`src/core/kkil_map.svh`:
```
// Register offsets, field positions, reset values and key codes
`ifndef KKIL_MAP_SVH
`define KKIL_MAP_SVH
// ==========================================================
// Register byte addresses
`define KKIL_CTRL_OFF 12'h000
`define KKIL_STAT_OFF 12'h004
// ==========================================================
// Control register fields
`define KKIL_CTRL_LOCKALL 0
`define KKIL_CTRL_CLICK 1
`define KKIL_CTRL_MBELL 2
`define KKIL_CTRL_CRLF 3
`define KKIL_CTRL_BRKEN 4
`define KKIL_CTRL_MODE_LO 5
`define KKIL_CTRL_MODE_HI 6
`define KKIL_CTRL_W 7
`define KKIL_CTRL_RST 7'h06
// ==========================================================
// Special key identifiers (bit 7 set marks a function key)
`define KKIL_K_SHIFT 8'h80
`define KKIL_K_CTRL 8'h81
`define KKIL_K_LOCK 8'h82
`define KKIL_K_FREEZE 8'h83
`define KKIL_K_SETUP 8'h84
`define KKIL_K_COMPOSE 8'h85
`define KKIL_K_BREAK 8'h86
`define KKIL_K_PRINT 8'h87
`define KKIL_K_ERASE 8'h88
`define KKIL_K_RETURN 8'h89
`define KKIL_K_ENTER 8'h8A
`define KKIL_K_F11 8'h8B
`define KKIL_K_F12 8'h8C
`define KKIL_K_F13 8'h8D
`define KKIL_K_HANDOVER 8'h8E
`define KKIL_K_APP_BASE 8'hC0
// ==========================================================
// Character codes
`define KKIL_C_BS 8'h08
`define KKIL_C_BEL 8'h07
`define KKIL_C_LF 8'h0A
`define KKIL_C_CR 8'h0D
`define KKIL_C_CAN 8'h18
`define KKIL_C_ESC 8'h1B
`define KKIL_C_DEL 8'h7F
`define KKIL_C_CTLMASK 8'h1F
`endif

```
`src/core/kkil_pkg.sv`:
```
// Types shared by the key and indicator logic
`default_nettype none
package kkil_pkg;
  // Terminal operating modes
  typedef enum logic [1:0] {
    KKIL_LEGACY_ANSI_MODE = 2'h0,
    KKIL_LEGACY_PRIVATE_MODE = 2'h1,
    KKIL_EXTENDED_MODE_7 = 2'h2,
    KKIL_EXTENDED_MODE_8 = 2'h3
  } kkil_mode_t;
  // Compose sequence states, one-hot
  typedef enum logic [2:0] {
    KKIL_CMP_IDLE = 3'b001,
    KKIL_CMP_FIRST = 3'b010,
    KKIL_CMP_SECOND = 3'b100
  } kkil_cmp_t;
endpackage
`default_nettype wire

```
`src/core/kkil_keys.sv`:
```
// Keyboard key handling, lamps, keyclick and bell control
`timescale 1ns/1ps
`default_nettype none
`include "kkil_map.svh"
module kkil_keys
  import kkil_pkg::*;
(
  input wire logic pclk,
  input wire logic presetn,
  input wire logic psel,
  input wire logic penable,
  input wire logic pwrite,
  input wire logic [11:0] paddr,
  input wire logic [31:0] pwdata,
  output var logic [31:0] prdata,
  output var logic pready,
  output var logic pslverr,
  input wire logic key_stb,
  input wire logic key_make,
  input wire logic [7:0] key_id,
  input wire logic host_stb,
  input wire logic [7:0] host_char,
  input wire logic margin_stb,
  input wire logic host_block_pin,
  output var logic lamp_lock,
  output var logic lamp_freeze,
  output var logic lamp_compose,
  output var logic lamp_wait,
  output var logic click_pulse,
  output var logic bell_pulse,
  output var logic tx_stb,
  output var logic [7:0] tx_code,
  output var logic tx_local,
  output var logic break_req,
  output var logic disc_req,
  output var logic answer_req,
  output var logic print_text_req,
  output var logic print_image_req,
  output var logic handover_req,
  output var logic autoprint,
  output var logic setup_state,
  output var logic host_hold,
  output var logic show_stb,
  output var logic [7:0] show_char
);

  // ==========================================================
  // Helper functions
  function automatic logic is_letter(input logic [7:0] c);
    is_letter = (c >= 8'h61) && (c <= 8'h7A);
  endfunction

  // Shifted value of an unshifted key character
  function automatic logic [7:0] shifted(input logic [7:0] c);
    if (is_letter(c)) begin
      shifted = c - 8'h20;
    end else if (c == 8'h31) begin
      shifted = 8'h21;
    end else if (c == 8'h2C || c == 8'h2E || c == 8'h2F) begin
      shifted = c + 8'h10;
    end else if (c == 8'h3B) begin
      shifted = 8'h3A;
    end else begin
      shifted = c;
    end
  endfunction

  // ==========================================================
  // Registers and state
  logic [`KKIL_CTRL_W-1:0] ctrl_q;
  logic lock_q, freeze_q, setup_q, autoprint_q, shift_q, ctl_q;
  logic blk_s1_q, blk_s2_q, wait_q, boot_q;
  kkil_cmp_t cmp_q;
  logic [7:0] cmp_ch_q;
  logic lf_pend_q;
  kkil_mode_t mode;
  logic acc, press;

  assign mode = kkil_mode_t'(ctrl_q[`KKIL_CTRL_MODE_HI:`KKIL_CTRL_MODE_LO]);
  assign acc = psel && penable && !pready;
  assign press = key_stb && key_make;

  // ==========================================================
  // APB slave, one wait state on every access
  always_ff @(posedge pclk or negedge presetn) begin
    if (!presetn) begin
      pready <= 1'b0;
      pslverr <= 1'b0;
      prdata <= 32'h0000_0000;
    end else begin
      pready <= acc;
      pslverr <= 1'b0;
      prdata <= 32'h0000_0000;
      if (acc) begin
        if (paddr == `KKIL_CTRL_OFF) begin
          prdata <= {25'h0000000, ctrl_q};
        end else if (paddr == `KKIL_STAT_OFF) begin
          prdata <= {26'h0000000, autoprint_q, setup_q, wait_q,
                     lamp_compose, freeze_q, lock_q};
        end else begin
          pslverr <= 1'b1;
        end
      end
    end
  end

  // Control register write lands on the completing edge, with pready
  always_ff @(posedge pclk or negedge presetn) begin
    if (!presetn) begin
      ctrl_q <= `KKIL_CTRL_RST;
    end else if (psel && penable && pready && pwrite
                 && paddr == `KKIL_CTRL_OFF) begin
      ctrl_q <= pwdata[`KKIL_CTRL_W-1:0];
    end
  end

  // ==========================================================
  // Blocked-link pin synchroniser and wait state
  always_ff @(posedge pclk or negedge presetn) begin
    if (!presetn) begin
      blk_s1_q <= 1'b0;
      blk_s2_q <= 1'b0;
      wait_q <= 1'b0;
    end else begin
      blk_s1_q <= host_block_pin;
      blk_s2_q <= blk_s1_q;
      wait_q <= blk_s2_q;
    end
  end

  // ==========================================================
  // Modifier tracking on press and release
  always_ff @(posedge pclk or negedge presetn) begin
    if (!presetn) begin
      shift_q <= 1'b0;
      ctl_q <= 1'b0;
    end else if (key_stb) begin
      if (key_id == `KKIL_K_SHIFT) shift_q <= key_make;
      if (key_id == `KKIL_K_CTRL) ctl_q <= key_make;
    end
  end

  // Toggle states
  always_ff @(posedge pclk or negedge presetn) begin
    if (!presetn) begin
      lock_q <= 1'b0;
      freeze_q <= 1'b0;
      setup_q <= 1'b0;
      autoprint_q <= 1'b0;
    end else if (press) begin
      if (key_id == `KKIL_K_LOCK) lock_q <= !lock_q;
      if (key_id == `KKIL_K_FREEZE) freeze_q <= !freeze_q;
      if (key_id == `KKIL_K_SETUP) setup_q <= !setup_q;
      if (key_id == `KKIL_K_PRINT && ctl_q && !shift_q) begin
        autoprint_q <= !autoprint_q;
      end
    end
  end

  // ==========================================================
  // Key decode into character and request pulses
  logic k_fn, k_inact, k_click, k_send, k_lf, c_err, c_done;
  logic [7:0] k_ch, k_code;
  logic k_brk, k_disc, k_ans, k_ptxt, k_pimg;
  always_comb begin
    k_fn = key_id[7];
    k_inact = k_fn && (key_id > `KKIL_K_HANDOVER)
              && (key_id < `KKIL_K_APP_BASE);
    k_ch = key_id;
    k_code = 8'h00;
    k_send = 1'b0;
    k_lf = 1'b0;
    k_brk = 1'b0;
    k_disc = 1'b0;
    k_ans = 1'b0;
    k_ptxt = 1'b0;
    k_pimg = 1'b0;
    c_err = 1'b0;
    c_done = 1'b0;
    // Modifiers, waiting, disabling and inactive keys stay silent
    k_click = press && key_id != `KKIL_K_SHIFT && key_id != `KKIL_K_CTRL
              && !wait_q && ctrl_q[`KKIL_CTRL_CLICK] && !k_inact;
    if (shift_q || (lock_q && ctrl_q[`KKIL_CTRL_LOCKALL])) begin
      k_ch = shifted(key_id);
    end else if (lock_q && is_letter(key_id)) begin
      k_ch = key_id - 8'h20;
    end
    if (ctl_q) k_ch = k_ch & `KKIL_C_CTLMASK;
    if (press && !k_fn) begin
      if (cmp_q == KKIL_CMP_FIRST) begin
        k_send = 1'b0;
      end else if (cmp_q == KKIL_CMP_SECOND) begin
        // Equal pair is not a valid compose
        c_done = 1'b1;
        c_err = (cmp_ch_q == key_id);
        k_send = !c_err;
        k_code = 8'h80 | (cmp_ch_q ^ key_id);
      end else begin
        k_send = 1'b1;
        k_code = k_ch;
      end
    end else if (press) begin
      case (key_id)
        `KKIL_K_ERASE: begin
          k_send = 1'b1;
          k_code = shift_q ? `KKIL_C_CAN : `KKIL_C_DEL;
        end
        `KKIL_K_RETURN, `KKIL_K_ENTER: begin
          k_send = 1'b1;
          k_code = `KKIL_C_CR;
          k_lf = ctrl_q[`KKIL_CTRL_CRLF];
        end
        `KKIL_K_F11, `KKIL_K_F12, `KKIL_K_F13: begin
          k_send = 1'b1;
          if (mode == KKIL_LEGACY_ANSI_MODE ||
              mode == KKIL_LEGACY_PRIVATE_MODE) begin
            if (key_id == `KKIL_K_F11) k_code = `KKIL_C_ESC;
            else if (key_id == `KKIL_K_F12) k_code = `KKIL_C_BS;
            else k_code = `KKIL_C_LF;
          end else begin
            k_code = key_id;
          end
        end
        `KKIL_K_BREAK: begin
          k_disc = shift_q;
          k_ans = ctl_q && !shift_q;
          k_brk = !shift_q && !ctl_q && ctrl_q[`KKIL_CTRL_BRKEN];
        end
        `KKIL_K_PRINT: begin
          k_pimg = shift_q && !ctl_q;
          k_ptxt = !shift_q && !ctl_q;
        end
        default: begin
          if (key_id >= `KKIL_K_APP_BASE) begin
            k_send = 1'b1;
            k_code = key_id;
          end
        end
      endcase
    end
  end

  // ==========================================================
  // Compose sequence state machine
  always_ff @(posedge pclk or negedge presetn) begin
    if (!presetn) begin
      cmp_q <= KKIL_CMP_IDLE;
      cmp_ch_q <= 8'h00;
    end else if (press) begin
      case (cmp_q)
        KKIL_CMP_IDLE: begin
          if (key_id == `KKIL_K_COMPOSE) cmp_q <= KKIL_CMP_FIRST;
        end
        KKIL_CMP_FIRST: begin
          if (!k_fn) begin
            cmp_ch_q <= key_id;
            cmp_q <= KKIL_CMP_SECOND;
          end
        end
        KKIL_CMP_SECOND: begin
          if (c_done) cmp_q <= KKIL_CMP_IDLE;
        end
        default: cmp_q <= KKIL_CMP_IDLE;
      endcase
    end
  end

  // ==========================================================
  // Transmit path; keys typed while waiting are dropped
  always_ff @(posedge pclk or negedge presetn) begin
    if (!presetn) begin
      tx_stb <= 1'b0;
      tx_code <= 8'h00;
      tx_local <= 1'b0;
      lf_pend_q <= 1'b0;
    end else begin
      tx_stb <= 1'b0;
      lf_pend_q <= 1'b0;
      tx_local <= setup_q;
      if (lf_pend_q) begin
        tx_stb <= 1'b1;
        tx_code <= `KKIL_C_LF;
      end else if (k_send && !wait_q) begin
        tx_stb <= 1'b1;
        tx_code <= k_code;
        lf_pend_q <= k_lf;
      end
    end
  end

  // Request pulses for break, print and line handover
  always_ff @(posedge pclk or negedge presetn) begin
    if (!presetn) begin
      break_req <= 1'b0;
      disc_req <= 1'b0;
      answer_req <= 1'b0;
      print_text_req <= 1'b0;
      print_image_req <= 1'b0;
      handover_req <= 1'b0;
    end else begin
      break_req <= k_brk && !wait_q;
      disc_req <= k_disc;
      answer_req <= k_ans && !wait_q;
      print_text_req <= k_ptxt;
      print_image_req <= k_pimg;
      handover_req <= press && key_id == `KKIL_K_HANDOVER;
    end
  end

  // ==========================================================
  // Click and bell pulses; bell once after reset for self-test
  always_ff @(posedge pclk or negedge presetn) begin
    if (!presetn) begin
      boot_q <= 1'b1;
      click_pulse <= 1'b0;
      bell_pulse <= 1'b0;
    end else begin
      boot_q <= 1'b0;
      click_pulse <= k_click;
      bell_pulse <= boot_q
                    || (host_stb && host_char == `KKIL_C_BEL)
                    || (press && c_err)
                    || (margin_stb && ctrl_q[`KKIL_CTRL_MBELL]);
    end
  end

  // ==========================================================
  // Host characters to the screen unless frozen or configuring
  always_ff @(posedge pclk or negedge presetn) begin
    if (!presetn) begin
      show_stb <= 1'b0;
      show_char <= 8'h00;
      host_hold <= 1'b0;
    end else begin
      show_stb <= host_stb && !freeze_q && !setup_q;
      if (host_stb) show_char <= host_char;
      host_hold <= setup_q;
    end
  end

  // Lamps and state outputs
  always_ff @(posedge pclk or negedge presetn) begin
    if (!presetn) begin
      lamp_lock <= 1'b0;
      lamp_freeze <= 1'b0;
      lamp_compose <= 1'b0;
      lamp_wait <= 1'b0;
      autoprint <= 1'b0;
      setup_state <= 1'b0;
    end else begin
      lamp_lock <= lock_q;
      lamp_freeze <= freeze_q;
      lamp_compose <= cmp_q != KKIL_CMP_IDLE;
      lamp_wait <= wait_q;
      autoprint <= autoprint_q;
      setup_state <= setup_q;
    end
  end
endmodule
`default_nettype wire

```
`config.mk`:
```
export PLATFORM = sky130hd
export DESIGN_NAME = kkil_keys
export DESIGN_NICKNAME = d
export VERILOG_FILES = /design/src/core/kkil_pkg.sv /design/src/core/kkil_keys.sv
export VERILOG_INCLUDE_DIRS = /design/src /design/src/core
export SDC_FILE = /design/constraint.sdc
export NUM_CORES = 1
export LEC_CHECK = 0
export ABC_AREA = 1
export BUFFER_PORTS_ARGS = -buffer_cell sky130_fd_sc_hd__buf_2
export CAP_MARGIN = 5
export CELL_PAD_IN_SITES_DETAIL_PLACEMENT = 1
export CELL_PAD_IN_SITES_GLOBAL_PLACEMENT = 1
export CORE_MARGIN = 10
export CORE_UTILIZATION = 35
export CTS_CLUSTER_DIAMETER = 40
export CTS_CLUSTER_SIZE = 10
export DETAILED_ROUTE_END_ITERATION = 7
export GPL_TIMING_DRIVEN = 0
export PLACE_DENSITY_LB_ADDON = 0.1
export REMOVE_ABC_BUFFERS = 1
export SETUP_SLACK_MARGIN = 0.1
export SLEW_MARGIN = 25
export SYNTH_ARGS = -nofsm -noshare
export SYNTH_HDL_FRONTEND = slang
export SYNTH_SLANG_ARGS = --single-unit
export TNS_END_PERCENT = 1
```
`constraint.sdc`:
```
create_clock -name pclk -period 1.9 [get_ports pclk]
set_input_delay 0.285 -clock pclk [delete_from_list [all_inputs] [get_ports pclk]]
set_output_delay 0.285 -clock pclk [all_outputs]
set_load 0.02 [all_outputs]
```
==> qor.yml <==
antenna_found_initial: 0
fin_tns_setup_ns: 0
critPathKind: "in2reg"
setup_viol: 0
ant_nets: 0
critPathArrivalTime_ns: 2.05
grt_max_degree: 46
dr.first_iter.drc_count: 157
core_area_um2: 10800
htree_levels: 3
final_area_um2: 4690
critPathRequiredTime_ns: 2.18
p_per_area_nw_per_um2: 886
dieArea_um2: 15500
drv_slew: 0
routedWlPerCell_um: 16.9
synth-async-reset-ratio: 1.00
synth-seq-cells: 69
placementRows: 38
numCtsBuffers: 9
synthFlopType: "dfrtp_1"
holdPathStages: 1
status: "finished, final reports clean"
fmax_mhz: 567
vias: 3497
worstRegToRegCells: 10
avgSynthCellArea_um2: 7.93
clockBufferDepth: 2
die_y_um: 125
cp-start-kind: "input port"
grt_usage: 0.158
synth_top_cell_area_share: 0.425
fin_worst_skew_ns: 0.0153
ios: 138
critPathCaptureType: "flip-flop"
grt_setup_unrepaired: "yes"
vias_per_cell: 4.81
drive_gt1_frac: 0.261
final_cell_mix: "nand2_1, buf_2, dfrtp_1, inv_1"
drt-pass1-iter-count: 4
syn_area_um2: 3830
grt_pass1_wl_um: 20100
start_util: 0.355
drc_errors: 0
die_x_um: 125
seq_area_frac_synth: 0.452
synth-edff-count: 0
wirelength_um: 12300
gp_congestion: 0.887
hold_viol: 0
p_leak_nw: 2.43
cap_violations: 0
synth_area_leaders: "dfrtp_1, nand2_1, buf_4, nand3_1, inv_1"
hold_class: "in2reg"
dp_cells: 701
clk_pin_slew_worst_paths_ns: 0.07
vdd_ir_drop_max_mv: 0.410
cp_max_fo: 11
syn_to_final_growth_pct: 22.6
synth_area_leader_cell: "dfrtp_1"
place.port_buffers: 87
overflow: 0
cts_tree: "done"
diodes: 0
final_common_cell: "nand2_1"
yosysWarningCount: 0
placed_cell_area_um2: 4310
fin_crit_sh: 0.929
finalCriticalPeriod_ns: 1.76
clk-insertion-delay-late_ns: 0.35
synth_cell_type_count: 38
grt_pass1_vias: 3823
place_hpwl_um: 9570
nets: 659
root_buffer: "clkbuf_8"
stdcell_count: 727
synth_cells: 483
clock_sinks: 69
[state kept, by name, indices dropped and copies added, names as in the netlist, 3 cells and up]
register	cells
cmp_q	3
cmp_ch_q	7
prdata	7
show_char	8
ctrl_q	7
tx_code	8
[path summary, 6_finish.rpt]
check	slack, ns	start	to
max	0.14	key_id[7]	tx_code[0]
min	0.05	host_block_pin	blk_s1_q
max reg2reg	0.23	cmp_ch_q[3]	tx_code[1]
min reg2reg	0.35	blk_s2_q	wait_q
max in group asynchronous	0.91	presetn	ctrl_q[1]
min in group asynchronous	0.39	presetn	lf_pend_q
[metal layers]
metal / part of all wire / vias up / global-route usage
li1: - / 1713 / -
met1: 0.43 / 1672 / 0.191
met2: 0.49 / 90 / 0.265
met3: 0.058 / 22 / 0.0421
met4: 0.019 / 0 / 0.0521
met5: 0 / - / 0
[kinds of logic after synthesis]
| group | count (synthesis) | share of synthesized area |
|---|---|---|
| flip-flops | 69 | 0.452 |
| buffers and inverters | 86 | 0.116 |
| AO/OA/AOI/OAI | 61 | 0.0895 |
| AND/OR/NAND/NOR | 246 | 0.288 |
| XOR/XNOR | 12 | 0.0275 |
| adder cells (fa/ha/maj) | 7 | 0.0229 |
| other | 1 | 0.000979 |
| multiplexers | 1 | 0.00294 |
[layout make-up]
class,count,area [µm²]
Fill cell,1368,6100
Multi-Input combinational cell,353,1810
Sequential cell,69,1730
Timing Repair Buffer,98,551
Inverter,51,201
Tap cell,140,175
Clock buffer,11,141
Clock inverter,5,82.6
[synth_stat cells (7+ instances only)]
library cell / n
nand2_1: 138
inv_2: 7
o21ai_0: 31
nor4_1: 8
o211ai_1: 8
nor2_1: 29
nand4_1: 7
buf_4: 29
dfrtp_1: 65
nand3_1: 33
ha_1: 7
a21oi_1: 17
inv_1: 42
nor3_1: 15
[what timing repair did]
action                     4_1_cts  5_1_grt
hold buffers                     1        0
setup endpoints to repair       13       17
pin swaps                        2        1
buffers inserted                 8        1
hold endpoints to repair        24        0
resized for setup               10       12
[worst max-delay path, cell delays in order]
cell and delay, ns:
clkbuf_4 0.23, inv_2 0.16, nor2_4 0.12, nand2_2 0.10, nor2_1 0.19, nand2_1 0.19
o21ai_0 0.25, nand3b_1 0.14, nand3_1 0.08, a21oi_1 0.13, nand2_1 0.09, nand2_1 0.06
[power by group]
part | switching (mW) | total, mW | internal [mW]
registers | 0.137 | 1.79 | 1.65
clock network | 0.591 | 1.37 | 0.781
logic | 0.658 | 1.00 | 0.343
total | 1.39 | 4.16 | 2.78
[per-stage QoR]
stage	power (mW)	setup WS [ns]	utilization	hold slack (ns)
final	4.16	0.136	0.435	0.0457
after floorplan	2.36	0.227	-	-0.0106
after CTS	4.20	0.0949	0.431	0.0201
after global placement	2.68	-0.421	0.397	0.335
after detailed placement	2.71	-0.451	0.400	0.229
after global routing	4.42	-0.0192	0.435	0.0190
Note: power is estimated with default switching activity, not from simulation.
